$ cat src/hw/tpm_pkg.sv
// Package with constants and types for the timing pin direction mux.
package tpm_pkg;

   // ----------------------------------------------------------------
   // Widths and register map
   // ----------------------------------------------------------------
   localparam int PIN_COUNT = 10;
   localparam int ADDR_W = 4;
   localparam int DATA_W = 16;
   localparam logic [ADDR_W-1:0] REG_DIRECTION = 4'h0;
   localparam logic [ADDR_W-1:0] REG_CONTROL = 4'h1;
   localparam logic [ADDR_W-1:0] REG_PIN_STATUS = 4'h2;
   localparam logic [PIN_COUNT-1:0] DIRECTION_RESET = 10'h000;

   // ----------------------------------------------------------------
   // Control register field positions
   // ----------------------------------------------------------------
   localparam int CTL_AI_STRETCH = 0;
   localparam int CTL_AO_STRETCH = 1;
   localparam int CTL_PIN7_SELECT = 2;
   localparam int CTL_ANALOG_TRIG = 3;
   localparam int CTL_SCAN_MODE_LO = 4;
   localparam int CTL_SCAN_MODE_HI = 5;
   localparam int CTL_CONV_ONE_CYCLE = 6;
   localparam int CTL_CONV_ACT_HIGH = 7;
   localparam int CTL_UPD_ACT_HIGH = 8;
   localparam int CTL_WIDTH = 9;
   localparam logic [CTL_WIDTH-1:0] CONTROL_RESET = 9'h000;

   // Drive modes of the scan active flag on pin 7.
   localparam logic [1:0] SCAN_HIGH_Z = 2'h0;
   localparam logic [1:0] SCAN_ACT_HIGH = 2'h1;

   // Pin indices.
   localparam int PIN_AI_FIRST = 0;
   localparam int PIN_AI_SECOND = 1;
   localparam int PIN_CONVERT = 2;
   localparam int PIN_G1_SOURCE = 3;
   localparam int PIN_G1_GATE = 4;
   localparam int PIN_UPDATE = 5;
   localparam int PIN_AO_FIRST = 6;
   localparam int PIN_AI_START = 7;
   localparam int PIN_G0_SOURCE = 8;
   localparam int PIN_G0_GATE = 9;

   // ----------------------------------------------------------------
   // Types
   // ----------------------------------------------------------------
   // Stretcher states, Gray coded along idle -> wait1 -> wait2.
   typedef enum logic [1:0] {
      STR_IDLE = 2'b00,
      STR_WAIT1 = 2'b01,
      STR_WAIT2 = 2'b11
   } tpm_stretch_e;

   typedef struct packed {
      logic upd_act_high;
      logic conv_act_high;
      logic conv_one_cycle;
      logic [1:0] scan_active_drive_mode;
      logic analog_trigger_enable;
      logic pin7_source_select;
      logic ao_trigger_stretch_enable;
      logic ai_trigger_stretch_enable;
   } tpm_control_s;

   // Internal timing signals offered to the pins.
   typedef struct packed {
      logic ai_first_trigger_raw;
      logic ai_first_trigger_edge;
      logic ai_second_trigger_raw;
      logic ai_second_trigger_edge;
      logic ai_start_trigger;
      logic conversion_clock_raw;
      logic g1_source;
      logic g1_gate;
      logic ao_update_strobe;
      logic ao_first_trigger_raw;
      logic ao_first_trigger_edge;
      logic scan_active_flag;
      logic g0_source;
      logic g0_gate;
      logic ai_output_timebase;
      logic ao_output_timebase;
      logic analog_trigger;
   } tpm_timing_s;

endpackage

$ cat src/hw/tpm_pin_mux.sv
// Direction control and output selection for the ten timing pins.
//
// Decided for this implementation: strobed register access and the register offsets.
`timescale 1ns/100ps
`default_nettype none

// Functional notes
// RL1: Input pins pass their synchronised level on to the source selectors.
// RL2: Pin 0 shows raw first AI trigger when AI stretch is off.
// RL3: Pin 0 shows first AI trigger stretched to 1-2 AI timebase periods.
// RL4: Pin 1 shows raw second AI trigger when AI stretch is off.
// RL5: Pin 1 shows second AI trigger stretched to 1-2 AI timebase periods.
// RL6: Pin 2 carries the shaped conversion strobe also sent to convert pin.
// RL7: Pin 3 shows counter 1 source.
// RL8: Pin 4 shows counter 1 gate.
// RL9: Pin 5 shows the AO update strobe.
// RL10: Pin 6 shows raw first AO trigger when AO stretch is off.
// RL11: Pin 6 shows first AO trigger stretched to 1-2 AO timebase periods.
// RL12: Pin 7 select 0 gives AI start trigger, raw or stretched.
// RL13: Pin 7 select 1 gives scan active flag with chosen polarity.
// RL14: Scan active flag in high impedance mode drives pin 7 low.
// RL15: Pin 8 shows counter 0 source.
// RL16: Pin 9 shows counter 0 gate.
// RL17: Conversion and update pins default active low, other outputs high.
// RL18: One direction bit per pin: 0 input undriven, 1 drives output.
// RL19: All ten pins come out of reset as inputs.
// RL20: Enabled analog trigger replaces pin 0 input at the selectors.
// RL21: Outside drivers must release a pin before it is set to output.
module tpm_pin_mux (
   input wire logic I_CLK,
   input wire logic I_RST,
   input wire logic [tpm_pkg::ADDR_W-1:0] I_ADDR,
   input wire logic [tpm_pkg::DATA_W-1:0] I_WDATA,
   input wire logic I_WR,
   input wire logic I_RD,
   output logic [tpm_pkg::DATA_W-1:0] O_RDATA,
   input wire tpm_pkg::tpm_timing_s I_TIMING,
   input wire logic [tpm_pkg::PIN_COUNT-1:0] I_TIMING_PIN_IN,
   output logic [tpm_pkg::PIN_COUNT-1:0] O_TIMING_PIN_OUT,
   output logic [tpm_pkg::PIN_COUNT-1:0] O_TIMING_PIN_OE,
   output logic [tpm_pkg::PIN_COUNT-1:0] O_SELECTOR_IN,
   output logic O_SHAPED_CONVERSION_STROBE
);
   import tpm_pkg::*;

   // ----------------------------------------------------------------
   // Declarations
   // ----------------------------------------------------------------
   logic [PIN_COUNT-1:0] dir_reg, dir_next;
   tpm_control_s ctl_reg, ctl_next;
   logic [DATA_W-1:0] rdata_reg, rdata_next;
   logic [PIN_COUNT-1:0] sync1_reg, sync2_reg;
   logic [PIN_COUNT-1:0] sel_reg, sel_next;
   logic [PIN_COUNT-1:0] out_reg, out_next;
   logic conv_reg, conv_next;
   logic conv_prev_reg;
   logic ai_tb_prev_reg, ao_tb_prev_reg;
   tpm_stretch_e str0_reg, str0_next;
   tpm_stretch_e str1_reg, str1_next;
   tpm_stretch_e str6_reg, str6_next;
   tpm_stretch_e str7_reg, str7_next;
   logic ai_tb_rise, ao_tb_rise;
   logic conv_shaped;

   // One step of a trigger stretcher. A new trigger restarts the wait,
   // and two timebase rises must pass before it goes idle, so the
   // stretched pulse lasts between one and two timebase periods.
   function automatic tpm_stretch_e stretch_step(
      input tpm_stretch_e cur,
      input logic trig,
      input logic tb_rise
   );
      tpm_stretch_e nxt;
      nxt = cur;
      if (trig) begin
         nxt = STR_WAIT1;
      end else begin
         case (cur)
            STR_IDLE: nxt = STR_IDLE;
            STR_WAIT1: nxt = tb_rise ? STR_WAIT2 : STR_WAIT1;
            STR_WAIT2: nxt = tb_rise ? STR_IDLE : STR_WAIT2;
            default: nxt = STR_IDLE;
         endcase
      end
      return nxt;
   endfunction

   // Chooses the raw trigger or the stretched one.
   function automatic logic pick_trigger(
      input logic stretch_on,
      input logic raw,
      input tpm_stretch_e nxt
   );
      return stretch_on ? (nxt != STR_IDLE) : raw;
   endfunction

   // Applies a programmable polarity. The strobes leave reset inverted,
   // so an idle low source shows as a high, inactive pin.
   function automatic logic apply_polarity(
      input logic act_high,
      input logic level
   );
      return act_high ? level : ~level;
   endfunction

   // ----------------------------------------------------------------
   // Register bus
   // ----------------------------------------------------------------
   // Writes update the direction and control registers; reads answer
   // one cycle later, unmapped addresses read as zero.
   // Strobes may follow back to back and the bus never waits.
   always_comb begin
      dir_next = dir_reg;
      ctl_next = ctl_reg;
      rdata_next = '0;
      if (I_WR) begin
         case (I_ADDR)
            // RL18 direction bit write
            REG_DIRECTION: dir_next = I_WDATA[PIN_COUNT-1:0];
            REG_CONTROL: ctl_next = tpm_control_s'(I_WDATA[CTL_WIDTH-1:0]);
            default: dir_next = dir_reg;
         endcase
      end
      if (I_RD) begin
         case (I_ADDR)
            REG_DIRECTION: rdata_next = {6'h00, dir_reg};
            REG_CONTROL: rdata_next = {7'h00, ctl_reg};
            REG_PIN_STATUS: rdata_next = {6'h00, sync2_reg};
            default: rdata_next = '0;
         endcase
      end
   end

   // RL19 all pins input at reset
   always_ff @(posedge I_CLK or posedge I_RST) begin
      if (I_RST) begin
         dir_reg <= DIRECTION_RESET;
         ctl_reg <= tpm_control_s'(CONTROL_RESET);
         rdata_reg <= '0;
      end else begin
         dir_reg <= dir_next;
         ctl_reg <= ctl_next;
         rdata_reg <= rdata_next;
      end
   end

   // ----------------------------------------------------------------
   // Pin input path
   // ----------------------------------------------------------------
   // Pin levels are asynchronous to I_CLK, so two flip-flops come
   // first; the selectors only ever see the second stage.
   always_comb begin
      sel_next = sync2_reg; // RL1 input level to selectors
      // RL20 analog trigger takes slot 0
      if (ctl_reg.analog_trigger_enable) begin
         sel_next[PIN_AI_FIRST] = I_TIMING.analog_trigger;
      end
   end

   // Synchroniser and selector registers. Only the second stage feeds
   // logic, because the first may still be settling.
   always_ff @(posedge I_CLK or posedge I_RST) begin
      if (I_RST) begin
         sync1_reg <= '0;
         sync2_reg <= '0;
         sel_reg <= '0;
      end else begin
         sync1_reg <= I_TIMING_PIN_IN;
         sync2_reg <= sync1_reg;
         sel_reg <= sel_next;
      end
   end

   // ----------------------------------------------------------------
   // Trigger stretchers and conversion strobe shaping
   // ----------------------------------------------------------------
   assign ai_tb_rise = I_TIMING.ai_output_timebase & ~ai_tb_prev_reg;
   assign ao_tb_rise = I_TIMING.ao_output_timebase & ~ao_tb_prev_reg;

   // RL6 pulsewidth and polarity shaping
   // One-cycle mode keeps only the first clock of a raw high level.
   always_comb begin
      conv_shaped = ctl_reg.conv_one_cycle ?
         (I_TIMING.conversion_clock_raw & ~conv_prev_reg) :
         I_TIMING.conversion_clock_raw;
      // RL17 active low unless set high
      conv_next = apply_polarity(ctl_reg.conv_act_high, conv_shaped);
   end

   // Stretchers run whether or not stretching is on, which keeps them
   // simple; the output simply ignores them while it is off.
   always_comb begin
      // RL3 stretch first AI trigger
      str0_next = stretch_step(str0_reg,
         I_TIMING.ai_first_trigger_edge, ai_tb_rise);
      // RL5 stretch second AI trigger
      str1_next = stretch_step(str1_reg,
         I_TIMING.ai_second_trigger_edge, ai_tb_rise);
      // RL11 stretch first AO trigger
      str6_next = stretch_step(str6_reg,
         I_TIMING.ao_first_trigger_edge, ao_tb_rise);
      // RL12 stretch AI start trigger
      str7_next = stretch_step(str7_reg,
         I_TIMING.ai_start_trigger, ai_tb_rise);
   end

   // Edge history and stretcher state. The history flops reset low,
   // which matches the idle level of the timebases, so no false rise
   // follows reset.
   always_ff @(posedge I_CLK or posedge I_RST) begin
      if (I_RST) begin
         ai_tb_prev_reg <= 1'b0;
         ao_tb_prev_reg <= 1'b0;
         conv_prev_reg <= 1'b0;
         conv_reg <= 1'b1;
         str0_reg <= STR_IDLE;
         str1_reg <= STR_IDLE;
         str6_reg <= STR_IDLE;
         str7_reg <= STR_IDLE;
      end else begin
         ai_tb_prev_reg <= I_TIMING.ai_output_timebase;
         ao_tb_prev_reg <= I_TIMING.ao_output_timebase;
         conv_prev_reg <= I_TIMING.conversion_clock_raw;
         conv_reg <= conv_next;
         str0_reg <= str0_next;
         str1_reg <= str1_next;
         str6_reg <= str6_next;
         str7_reg <= str7_next;
      end
   end

   // ----------------------------------------------------------------
   // Pin output selection
   // ----------------------------------------------------------------
   // Each output value is computed whether or not its driver is on, so
   // turning a pin around shows a settled level at once.
   always_comb begin
      out_next = '0;
      // RL2 raw or stretched pin 0
      out_next[PIN_AI_FIRST] = pick_trigger(
         ctl_reg.ai_trigger_stretch_enable,
         I_TIMING.ai_first_trigger_raw, str0_next);
      // RL4 raw or stretched pin 1
      out_next[PIN_AI_SECOND] = pick_trigger(
         ctl_reg.ai_trigger_stretch_enable,
         I_TIMING.ai_second_trigger_raw, str1_next);
      // RL6 shaped strobe on pin 2
      out_next[PIN_CONVERT] = conv_next;
      // RL7 counter 1 source
      out_next[PIN_G1_SOURCE] = I_TIMING.g1_source;
      // RL8 counter 1 gate
      out_next[PIN_G1_GATE] = I_TIMING.g1_gate;
      // RL9 update strobe, RL17 active low by default
      out_next[PIN_UPDATE] = apply_polarity(ctl_reg.upd_act_high,
         I_TIMING.ao_update_strobe);
      // RL10 raw or stretched pin 6
      out_next[PIN_AO_FIRST] = pick_trigger(
         ctl_reg.ao_trigger_stretch_enable,
         I_TIMING.ao_first_trigger_raw, str6_next);
      // RL12 AI start on pin 7
      out_next[PIN_AI_START] = pick_trigger(
         ctl_reg.ai_trigger_stretch_enable,
         I_TIMING.ai_start_trigger, str7_next);
      // The scan flag choice overrides the start trigger on pin 7.
      if (ctl_reg.pin7_source_select) begin
         // RL13 scan active flag polarity
         case (ctl_reg.scan_active_drive_mode)
            // RL14 high impedance mode drives low
            SCAN_HIGH_Z: out_next[PIN_AI_START] = 1'b0;
            SCAN_ACT_HIGH: out_next[PIN_AI_START] =
               I_TIMING.scan_active_flag;
            default: out_next[PIN_AI_START] = ~I_TIMING.scan_active_flag;
         endcase
      end
      // RL15 counter 0 source
      out_next[PIN_G0_SOURCE] = I_TIMING.g0_source;
      // RL16 counter 0 gate
      out_next[PIN_G0_GATE] = I_TIMING.g0_gate;
   end

   // Outputs are registered, so each pin lags its source by one clock.
   // That costs a cycle of latency but keeps the pads free of glitches.
   always_ff @(posedge I_CLK or posedge I_RST) begin
      if (I_RST) begin
         out_reg <= '0;
      end else begin
         out_reg <= out_next;
      end
   end

   // ----------------------------------------------------------------
   // Output ports
   // ----------------------------------------------------------------
   // The enable comes straight from the direction register. Nothing
   // here can sense a clash on the pin, so outside drivers must have
   // let go before software sets a direction bit.
   // RL18 enable follows direction bit
   assign O_TIMING_PIN_OE = dir_reg;
   assign O_TIMING_PIN_OUT = out_reg;
   assign O_SELECTOR_IN = sel_reg;
   assign O_SHAPED_CONVERSION_STROBE = conv_reg;
   assign O_RDATA = rdata_reg;

endmodule

`default_nettype wire

$ cat config.mk
export PLATFORM = sky130hd
export DESIGN_NAME = tpm_pin_mux
export DESIGN_NICKNAME = d
export VERILOG_FILES = /design/src/hw/tpm_pkg.sv /design/src/hw/tpm_pin_mux.sv
export SDC_FILE = /design/constraint.sdc
export NUM_CORES = 1
export LEC_CHECK = 0
export ABC_AREA = 1
export ABC_CLOCK_PERIOD_IN_PS = 6170
export BUFFER_PORTS_ARGS = -buffer_cell sky130_fd_sc_hd__buf_4
export CORE_MARGIN = 2
export CORE_UTILIZATION = 45
export DETAILED_ROUTE_END_ITERATION = 12
export PLACE_DENSITY = 0.76
export REMOVE_ABC_BUFFERS = 1
export SYNTH_ARGS = -nofsm -noshare
export SYNTH_HDL_FRONTEND = slang
export SYNTH_SLANG_ARGS = --single-unit
$ cat constraint.sdc
create_clock -name I_CLK -period 6.17 [get_ports I_CLK]
set_input_delay 0.3085 -clock I_CLK [delete_from_list [all_inputs] [get_ports I_CLK]]
set_output_delay 0.3085 -clock I_CLK [all_outputs]
set_load 0.005 [all_outputs]
**Word level (Yosys, flattened, before mapping)**

Index checks and enable logic that the tools add are counted.

- Flip-flop bits (word level): 87
- Output and inout bits: 47
- Logic and storage cells: 74

- Equality and inequality tests: 11
- Multiplexer cells: 24
- Bitwise gates (word level): 9
- Reductions and logical operators: 8

Operators with widths:

| cell | count |
|---|---|
| $pmux W10 S3 | 1 |
| $mux W2 | 8 |
| $pmux W2 S2 | 4 |
| $eq A2 B1 Y1 const B | 5 |
| $mux W10 | 1 |
| $mux W1 | 9 |
| $eq A2 B2 Y1 const B | 4 |
| $reduce_bool A2 Y1 | 4 |
| $not A1 Y1 | 6 |
| $eq A4 B1 Y1 const B | 1 |
| $eq A4 B2 Y1 const B | 1 |
| $logic_not A4 Y1 | 1 |
| $reduce_and A2 Y1 | 2 |
| $and A1 B1 Y1 | 3 |
| $logic_not A2 Y1 | 1 |
| $pmux W1 S2 | 1 |

**Depth between registers and ports, before layout**

Gate-level depths: netlist of run 1.

- Word-level depth: 8
- Mapped depth: 7

**Worst setup path before layout of run 1**

OpenSTA, ideal clock, no wires.

- Path kind: in2reg
- From: in I_ADDR[3] (netlist bit)
- To: reg rdata_reg[0], in the netlist O_RDATA[0]
- Arrival: 991 ps
- Setup slack: 5,116 ps
- Stages on the path: 7
- Buffers on the path: 2
- Path through: nor2_4 buf_4 buf_4 nand3_1 nand3_1 nand2_1 inv_1

- Word-level cells in the longest chain between the ends: 3
- Elaborated cells between the ends (all ways): 5
- Those cells by class: eq/ne: 2; mux: 2; reduce/logical: 1

Ends and longest elaborated chain:

| item | line | RTL |
|---|---|---|
| from (decl) | tpm_pin_mux.sv:32 | `input wire logic [tpm_pkg::ADDR_W-1:0] I_ADDR,` |
| $eq A4 B2 Y1 (tied with other cells) | tpm_pin_mux.sv:125 | `case (I_ADDR)` |
| $pmux W10 S3 (*) | tpm_pin_mux.sv:125 |  |
| $mux W10 (*) | tpm_pin_mux.sv:124 | `if (I_RD) begin` |
| net rdata_next[0] | tpm_pin_mux.sv:51 | `logic [DATA_W-1:0] rdata_reg, rdata_next;` |
| to (signal assigned) | tpm_pin_mux.sv:143 | `rdata_reg <= rdata_next;` |
| to (decl) | tpm_pin_mux.sv:51 |  |

The timed path passes the listed nets; every way through them passes the cells marked *.
A chain may end at the register's enable or synchronous reset.

**Worst setup path after layout of run 1**

- From: in I_ADDR[1] (netlist bit)
- To: reg dir_reg[8], in the netlist O_TIMING_PIN_OE[8]

- Word-level cells in the longest chain between the ends: 2

Ends and longest elaborated chain:

| item | line | RTL |
|---|---|---|
| $logic_not A4 Y1 | tpm_pin_mux.sv:117 | `case (I_ADDR)` |
| $reduce_and A2 Y1 (no source line) | n/a |  |
| to (signal assigned) | tpm_pin_mux.sv:141 | `dir_reg <= dir_next;` |
| to (decl) | tpm_pin_mux.sv:49 | `logic [PIN_COUNT-1:0] dir_reg, dir_next;` |

Every way passes these cells.

==> flow_metrics.tcl, run 1 <==
set metrics [dict create \
    num_vias 2219 \
    grt_max_degree 82 \
    cts.repair.resized 0 \
    clock-sinks 81 \
    drt_iter0_drc 173 \
    path_cells "buf_4 -> nor2_1 -> nand2_1 -> nor2_2 -> nand2_1 -> nand2_1" \
    grt_usage_pct 19.4 \
    finalCritPeriodShare_pct 31.0 \
    die_y_um 85.0 \
    initial_core_util_pct 46.5 \
    yosys-top-cells-count "dfrtp_1 (80), nand2_1 (63), nand3_1 (43)" \
    ioPinCount 98 \
    ctsHoldBuffers 0 \
    period_minus_slack_ps 1910 \
    gp_congestion 0.802 \
    area_delta_synth_final_pct 29.9 \
    avgSynthCellArea_um2 10.7 \
    crit_family "simple AND/OR/NAND/NOR gates" \
    cp.required_ps 6470 \
    irDropWorstVdd_uv 184 \
    fmax_mhz 523 \
    die_w_um 85.0 \
    ys_seq_area_share_pct 68.7 \
    routed_wl_um 6450 \
    cellPowerDensity_nw_per_um2 306 \
    dpl_worst_slack_ps 3930 \
    setup_tns_ps 0 \
    yosysTopAreaCellShare_pct 67.8 \
    ys_ff_latch 81 \
    rsz0062_at_grt "false" \
    synth_cells 277 \
    path_max_fanout 11 \
    synthArstFlopShare_pct 100 \
    path_class "in2reg" \
    worst_pin_slew_ps 988 \
    synth-main-ff-cell "dfrtp_1" \
    final-hold-violation-count 0 \
    synthMostInstantiatedCell "dfrtp_1" \
    skew_ps 6.80 \
    fin_nets 416 \
    htree_levels 3 \
    clk_path_buf_depth 2 \
    nFillCells 534 \
    numCtsBuffers 9 \
    cp.arrival_ps 2210 \
    die_area_um2 7230 \
    grt_pass1_vias 2252 \
    cts.clk_slew.worst_paths_ps 90 \
    synth.distinct_cells 25 \
    gr-total-overflow 0 \
    status "finished clean" \
    ctsRootBufferMaster "clkbuf_8" \
    synth_area_leaders "dfrtp_1 (68%), nand2_1 (8.0%), nand3_1 (7.3%)" \
    drive_above_1_share_pct 30.5 \
    synth_area_um2 2950 \
    endpoint_kind "register" \
    num_rows 29 \
    crit_path_max_incr_delay_ps 610 \
    cap_violations 0 \
    design.core.area_um2 6350 \
    synth_edf_count 0 \
    max-slew-margin-rel_pct 34.1 \
    crit_top_cell "nand2_1" \
    setup_violations 0 \
    n_antenna_cell 0 \
    drtPass1Iterations 6 \
    avgViaCountPerCell 4.96 \
    ys_warn_count 0 \
    synth_top_area_cell "dfrtp_1" \
    insertion_delay_ps 360 \
    setup_slack_ps 4260 \
    grt_antenna_before_repair 0 \
    cp_num_buf_inv 1 \
    ant_nets 0 \
    timing.final.max_slew_violations 0 \
    post_cts_buffers 0 \
    hpwl_um 4360 \
    portBuffers 85 \
    holdCritPathClass "in2reg" \
    critPathLaunchType "primary input" \
    cts_tree "done" \
    critPathSlowestCell "nor2_1" \
    wire_per_inst_um 14.4 \
    drc 0 \
    p_leak_nw 2.01 \
    grt_pass1_wl_um 10700 \
]
-- metrics by stage --
step	hold WS [ps]	util (%)	power, mW	cell area [um2]	cells
2_1_floorplan	331	-	0.680	2880	268
3_3_place_gp	332	57.1	0.770	3620	431
3_5_place_dp	335	57.1	0.778	3620	431
4_1_cts	42.1	60.4	1.18	3840	447
5_1_grt	31.8	60.4	1.23	3840	447
6_report	50.5	60.4	1.17	3840	447
-- worst reg2reg max path: stages (launching register included) --
cell	delay, ps
dfrtp_1	380
nor2_1	260
nand2_1	130
nand3_1	90
a21oi_1	70
-- final timing paths --
check                                          from                        endpoint  slack (ps)  depth (start not counted)
max                                       I_ADDR[1]  O_TIMING_PIN_OE[8]$_DFFE_PP0P_        4260                          6
min                              I_TIMING_PIN_IN[6]          sync1_reg[6]$_DFF_PP0_          50                          1
max reg2reg                ai_tb_prev_reg$_DFF_PP0_   O_TIMING_PIN_OUT[7]$_DFF_PP0_        5130                          4
min reg2reg                  sync1_reg[6]$_DFF_PP0_          sync2_reg[6]$_DFF_PP0_         350                          0
max in group asynchronous                     I_RST            O_RDATA[2]$_DFF_PP0_        5290                          3
min in group asynchronous                     I_RST   O_TIMING_PIN_OUT[1]$_DFF_PP0_         260                          3
-- cell families (layout without fill, tap and decap cells) --
logic type | count (synthesis) | after routing | share of synthesized area, %
buffers and inverters | 36 | 124 | 5.93
AND/OR/NAND/NOR | 128 | 128 | 19.4
other | 1 | 6 | 0.127
XOR/XNOR | 2 | 2 | 0.593
flip-flops | 81 | 81 | 68.7
AO/OA/AOI/OAI | 29 | 29 | 5.25
-- layer usage --
layer  up-vias  track usage (%)  wire, um
met4         0             8.80       154
li1       1052                -         -
met1      1067             25.0      2640
met3        16             4.38       423
met5         -                0         0
met2        84             31.5      3230
-- power breakdown --
group	internal (mW)	leakage (nW)	switching (mW)
clock network	0.204	0.105	0.204
logic	0.0758	0.932	0.0719
registers	0.584	0.976	0.0340
total	0.863	2.01	0.310
-- cell type report --
cell class / instances / area, um2 / area share [%]
clock buffer: 10 / 138 / 3.59
clock inverter: 6 / 75.1 / 1.96
inverter: 22 / 83.8 / 2.19
multi-input combinational: 165 / 769 / 20.1
sequential: 81 / 2030 / 52.9
tap: 77 / 96.3 / 2.51
timing repair buffer: 86 / 646 / 16.8
-- layout by cell type, fill, tap and decap left out, drive strengths merged --
cell,n
a21boi,1
a21oi,4
a31oi,3
and3,1
buf,86
bufinv,1
clkbuf,10
clkinv,4
clkinvlp,1
conb,6
dfrtp,80
dfstp,1
inv,22
nand2,65
nand3,43
nor2,19
o21ai,21
xnor2,1
xor2,1
Note: power is estimated with default switching activity, not from simulation.
==> inputs of run 2 (changes only) <==
ABC_CLOCK_PERIOD_IN_PS = 1640   (was 6170)
PLACE_DENSITY = 0.79   (was 0.76)
clock period = 1.64 ns   (was 6.17 ns; I/O delays follow)
==> flow_metrics.tcl, run 2 (synthesis gave the netlist of run 1 again) <==
set metrics [dict create \
    design.core.area_um2 6350 \
    max-slew-margin-rel_pct 63.1 \
    nFillCells 490 \
    p_leak_nw 2.18 \
    path_max_fanout 11 \
    cellPowerDensity_nw_per_um2 1020 \
    path_class "in2reg" \
    grt_max_degree 39 \
    avgViaCountPerCell 4.80 \
    area_delta_synth_final_pct 42.6 \
    setup_slack_ps 576 \
    rr_endpoint "str7_reg[1]$_DFF_PP0_" \
    irDropWorstVdd_uv 613 \
    cp.required_ps 1910 \
    endpoint_kind "register" \
    die_y_um 85.0 \
    n_antenna_cell 0 \
    ioPinCount 98 \
    clock-sinks 81 \
    hpwl_um 4480 \
    min_from "I_RD" \
    critPathSlowestCell "nor2_2" \
    grt_usage_pct 19.7 \
    cts.repair.resized 0 \
    ant_nets 0 \
    routed_wl_um 6650 \
    num_rows 29 \
    initial_core_util_pct 46.5 \
    ff2ff_path_depth 4 \
    wire_per_inst_um 13.6 \
    cts.clk_slew.worst_paths_ps 80 \
    cap_violations 0 \
    drive_above_1_share_pct 27.8 \
    drtPass1Iterations 5 \
    portBuffers 85 \
    crit_start "I_ADDR[1]" \
    setup_violations 0 \
    final_cell_mix "buf_4 (89), dfrtp_1 (80), nand2_1 (63)" \
    fin_nets 457 \
    setup_tns_ps 0 \
    die_area_um2 7230 \
    clk_path_buf_depth 2 \
    crit_path_max_incr_delay_ps 460 \
    num_vias 2337 \
    worst_pin_slew_ps 554 \
    die_w_um 85.0 \
    final_common_cell "buf_4" \
    drc 0 \
    gp_congestion 0.775 \
    timing.final.max_slew_violations 0 \
    drt_iter0_drc 104 \
    finalCritPeriodShare_pct 64.9 \
    insertion_delay_ps 340 \
    grt_pass1_vias 2401 \
    cts_tree "done" \
    dpl_worst_slack_ps 254 \
    final-hold-violation-count 0 \
    status "finished clean" \
    grt_antenna_before_repair 0 \
    period_minus_slack_ps 1060 \
    rsz0062_at_grt "false" \
    rrSetupSlack_ps 690 \
    critPathLaunchType "primary input" \
    crit_top_cell "nand2_1" \
    fmax_mhz 940 \
    path_cells "buf_4 -> nor2_1 -> nand2_1 -> nor2_2 -> nand2_1 -> nand2_1" \
    ctsRootBufferMaster "clkbuf_8" \
    cp.arrival_ps 1340 \
    cp-endpoint "O_TIMING_PIN_OE[7]$_DFFE_PP0P_" \
    htree_levels 3 \
    numCtsBuffers 9 \
    holdCritPathClass "in2reg" \
    gr-total-overflow 0 \
    skew_ps 4.78 \
    regToRegStartpoint "ai_tb_prev_reg$_DFF_PP0_" \
    grt_pass1_wl_um 11000 \
]
## run 2: cell types whose count changed in the layout (fill, tap and decap cells not counted), sizes merged
cell | previous run | this run
inv | 22 | 20
clkbuf | 10 | 11
buf | 86 | 90
clkinv | 4 | 5
dlygate4sd3 | 0 | 37
clkinvlp | 1 | 0
## run 2: worst min-delay path by stage
stage                                                to  cells after the start  slack, ps
after floorplan           O_TIMING_PIN_OUT[3]$_DFF_PP0_                      0        110
after global placement         ao_tb_prev_reg$_DFF_PP0_                      2        130
after detailed placement          str6_reg[0]$_DFF_PP0_                      2        130
after CTS                          O_RDATA[2]$_DFF_PP0_                      3         20
after global routing               O_RDATA[3]$_DFF_PP0_                      3         30
final                              O_RDATA[4]$_DFF_PP0_                      3         40
## run 2: cell type report
type                       count  area (um2)  share of cell area, %
clock inverter                 4        45.0                   1.07
inverter                      22        83.8                   1.99
multi-input combinational    165         769                   18.3
tap                           77        96.3                   2.29
timing repair buffer         127        1060                   25.1
sequential                    81        2030                   48.1
clock buffer                  11         131                   3.12
## run 2: worst max-delay path, delay by kind of cell
| family | cells | cell delay, ps |
|---|---|---|
| and+or+nand+nor | 5 | 1120 |
| buffers and inverters | 1 | 130 |
## run 2: per-layer routing
layer  global-route usage [%]  up-vias  share of wire (%)
met5                        0        -                  0
met4                     8.66        0                1.5
met3                     3.89       10                5.5
met2                     33.6       72                 53
met1                     24.3     1123                 40
li1                         -     1132                  -
## run 2: repair_timing
action | CTS | global route
hold endpoints to repair | 74 | 0
buffers inserted | 0 | 0
hold buffers | 37 | 0
## run 2: per-stage QoR
stage,std cells,instance area (um2),power [mW],hold WS [ps],util (%)
floorplan,268,2880,2.56,113,-
global placement,435,3670,2.90,125,57.7
detailed placement,435,3670,2.94,126,57.7
CTS,487,4210,4.35,23.7,66.3
global route,487,4210,4.53,25.8,66.3
finish,487,4210,4.31,38.5,66.3
## run 2: power breakdown
part           total [mW]  switching, mW  internal, mW
combinational       0.644          0.291         0.352
clock                1.34          0.651         0.689
sequential           2.32          0.123          2.20
total                4.31           1.07          3.24
==> inputs of run 3 (changes only) <==
ABC_AREA = 0   (was 1)
ABC_CLOCK_PERIOD_IN_PS = 1000   (was 1640)
PLACE_DENSITY = 0.77   (was 0.79)
clock period = 1 ns   (was 1.64 ns; I/O delays follow)
==> flow_metrics.tcl, run 3 <==
set metrics [dict create \
    synthArstFlopShare_pct 100 \
    drt_iter0_drc 88 \
    path_cells "nand3b_1 -> a21o_1 -> mux2_4" \
    clock-sinks 81 \
    yosysTopAreaCellShare_pct 70.0 \
    final-hold-violation-count 0 \
    synth_area_um2 2860 \
    numCtsBuffers 9 \
    synth_area_leaders "dfrtp_1 (70%), mux2_2 (9.1%), mux2i_1 (3.5%)" \
    ioPinCount 98 \
    period_minus_slack_ps 1130 \
    grt_antenna_before_repair 0 \
    portBuffers 85 \
    finalCritPeriodShare_pct 113 \
    die_w_um 83.7 \
    drive_above_1_share_pct 48.4 \
    ys_ff_latch 81 \
    avgSynthCellArea_um2 15.1 \
    grt_max_degree 42 \
    rrSetupSlack_ps -130 \
    synth.distinct_cells 27 \
    ctsRootBufferMaster "clkbuf_8" \
    fin_nets 389 \
    crit_path_max_incr_delay_ps 390 \
    synth-simple-area-share_pct 8.27 \
    fmax_mhz 888 \
    synth-main-ff-cell "dfrtp_1" \
    area_delta_synth_final_pct 54.2 \
    initial_core_util_pct 45.8 \
    num_rows 29 \
    path_class "reg2reg" \
    gp_congestion 0.782 \
    cts_tree "done" \
    final_cell_mix "buf_4 (96), dfrtp_1 (80), dlygate4sd3_1 (37)" \
    final_area_um2 4410 \
    design.core.area_um2 6240 \
    die_area_um2 7010 \
    timing.final.max_slew_violations 0 \
    grt_pass1_vias 2121 \
    synth_cells 189 \
    ant_nets 0 \
    routed_wl_um 6240 \
    critPathSlowestCell "dfrtp_1" \
    hpwl_um 4210 \
    clk_path_buf_depth 2 \
    cap_violations 0 \
    n_antenna_cell 0 \
    setup_violations 11 \
    htree_levels 3 \
    skew_ps 5.00 \
    drc 0 \
    synthMostInstantiatedCell "dfrtp_1" \
    cts.clk_slew.worst_paths_ps 70 \
    dpl_worst_slack_ps -273 \
    irDropWorstVdd_uv 1220 \
    setup_slack_ps -126 \
    synth_top_area_cell "dfrtp_1" \
    cp.arrival_ps 1360 \
    rsz0062_at_grt "true" \
    status "complete, but fails checks" \
    yosys-top-cells-count "dfrtp_1 (80), mux2_2 (23), nand2_1 (15)" \
    grt_usage_pct 19.4 \
    synth-compound-area-share_pct 3.37 \
    critPathLaunchType "register" \
    synth_top_family_by_area "multiplexers" \
    cp.required_ps 1230 \
    die_y_um 83.7 \
    final_common_cell "buf_4" \
    path_max_fanout 3 \
    drtPass1Iterations 4 \
    muxShareOfSynthArea_pct 12.6 \
    cellPowerDensity_nw_per_um2 1780 \
    wire_per_inst_um 14.9 \
    avgViaCountPerCell 4.61 \
    synth_xor_area_share_pct 1.84 \
    grt_pass1_wl_um 10200 \
    finalNonFillerCells 420 \
    holdCritPathClass "in2reg" \
    ys_seq_area_share_pct 70.9 \
    gr-total-overflow 0 \
    placedCellCount 361 \
    num_vias 1938 \
    holdWs_ps 30.2 \
    crit_family "flip-flops" \
    cp_num_buf_inv 0 \
    insertion_delay_ps 340 \
    ys_warn_count 0 \
    power_mw 7.85 \
    p_leak_nw 2.10 \
    placed_cell_area_um2 3690 \
    synthAdderAreaFrac_pct 0 \
    violations "negative setup slack" \
    synth_edf_count 0 \
    endpoint_kind "register" \
]
[run 3: changes by cell type in the layout (fill, tap and decap cells not counted), sizes merged, moves of 9 or more]
cell,before,now
nor2,19,1
mux2i,0,10
inv,20,0
or2,0,9
mux2,0,23
nand3,43,0
nand2,65,16
o21ai,21,0
buf,90,107
[run 3: tightest hold or removal path, cell delays in order]
cell and delay [ps]:
buf_4 120, buf_4 120, nor3_1 40
[run 3: per-layer routing]
layer | wire length, um | global-route usage (%) | vias up
met2 | 3230 | 33.6 | 67
met4 | 86 | 6.60 | 0
met5 | 0 | 0 | -
li1 | - | - | 921
met1 | 2570 | 23.3 | 940
met3 | 347 | 5.74 | 10
[run 3: kinds of logic (layout without fill, tap and decap cells)]
kind of cell | after synthesis | after routing
other | 1 | 6
and+or+nand+nor | 40 | 40
DFF | 81 | 81
buffers and inverters | 12 | 161
muxes | 33 | 33
AOI/OAI and AO/OA | 16 | 16
xor gates and xnor gates | 6 | 6
[run 3: worst paths after layout]
kind / from / to / cells after the start
setup / recovery: ai_tb_prev_reg$_DFF_PP0_ / O_TIMING_PIN_OUT[1]$_DFF_PP0_ / 3
hold / removal: I_ADDR[0] / O_RDATA[9]$_DFF_PP0_ / 3
setup reg to reg: ai_tb_prev_reg$_DFF_PP0_ / O_TIMING_PIN_OUT[1]$_DFF_PP0_ / 3
hold reg to reg: sync1_reg[6]$_DFF_PP0_ / sync2_reg[6]$_DFF_PP0_ / 0
max in group asynchronous: I_RST / O_SHAPED_CONVERSION_STROBE$_DFF_PP1_ / 4
min in group asynchronous: I_RST / O_RDATA[8]$_DFF_PP0_ / 4
[run 3: what timing repair did]
item | CTS | global route
setup endpoints to repair | 13 | 21
pin swaps | 7 | 1
gates resized for setup | 14 | 8
hold endpoints to repair | 133 | 0
setup buffers | 3 | 3
hold buffers | 37 | 0
[run 3: metrics by stage]
step           util [%]  TNS [ps]
6_report           70.6      -572
3_3_place_gp       59.2     -4080
5_1_grt            70.6     -1300
2_1_floorplan         -    -92760
4_1_cts            69.8      -619
3_5_place_dp       59.2     -4840
[run 3: cell type report]
type,count,area [um2]
multi-input cells,101,828
clock inverters,6,82.6
fillers,431,1830
clock buffers,10,128
well taps,77,96.3
inverters,1,5.00
repair buffers,144,1240
flip-flops and latches,81,2030
[run 3: report_power, final]
part	internal, mW	switching (mW)
combinational	0.983	0.511
sequential	3.64	0.224
clock	1.39	1.10
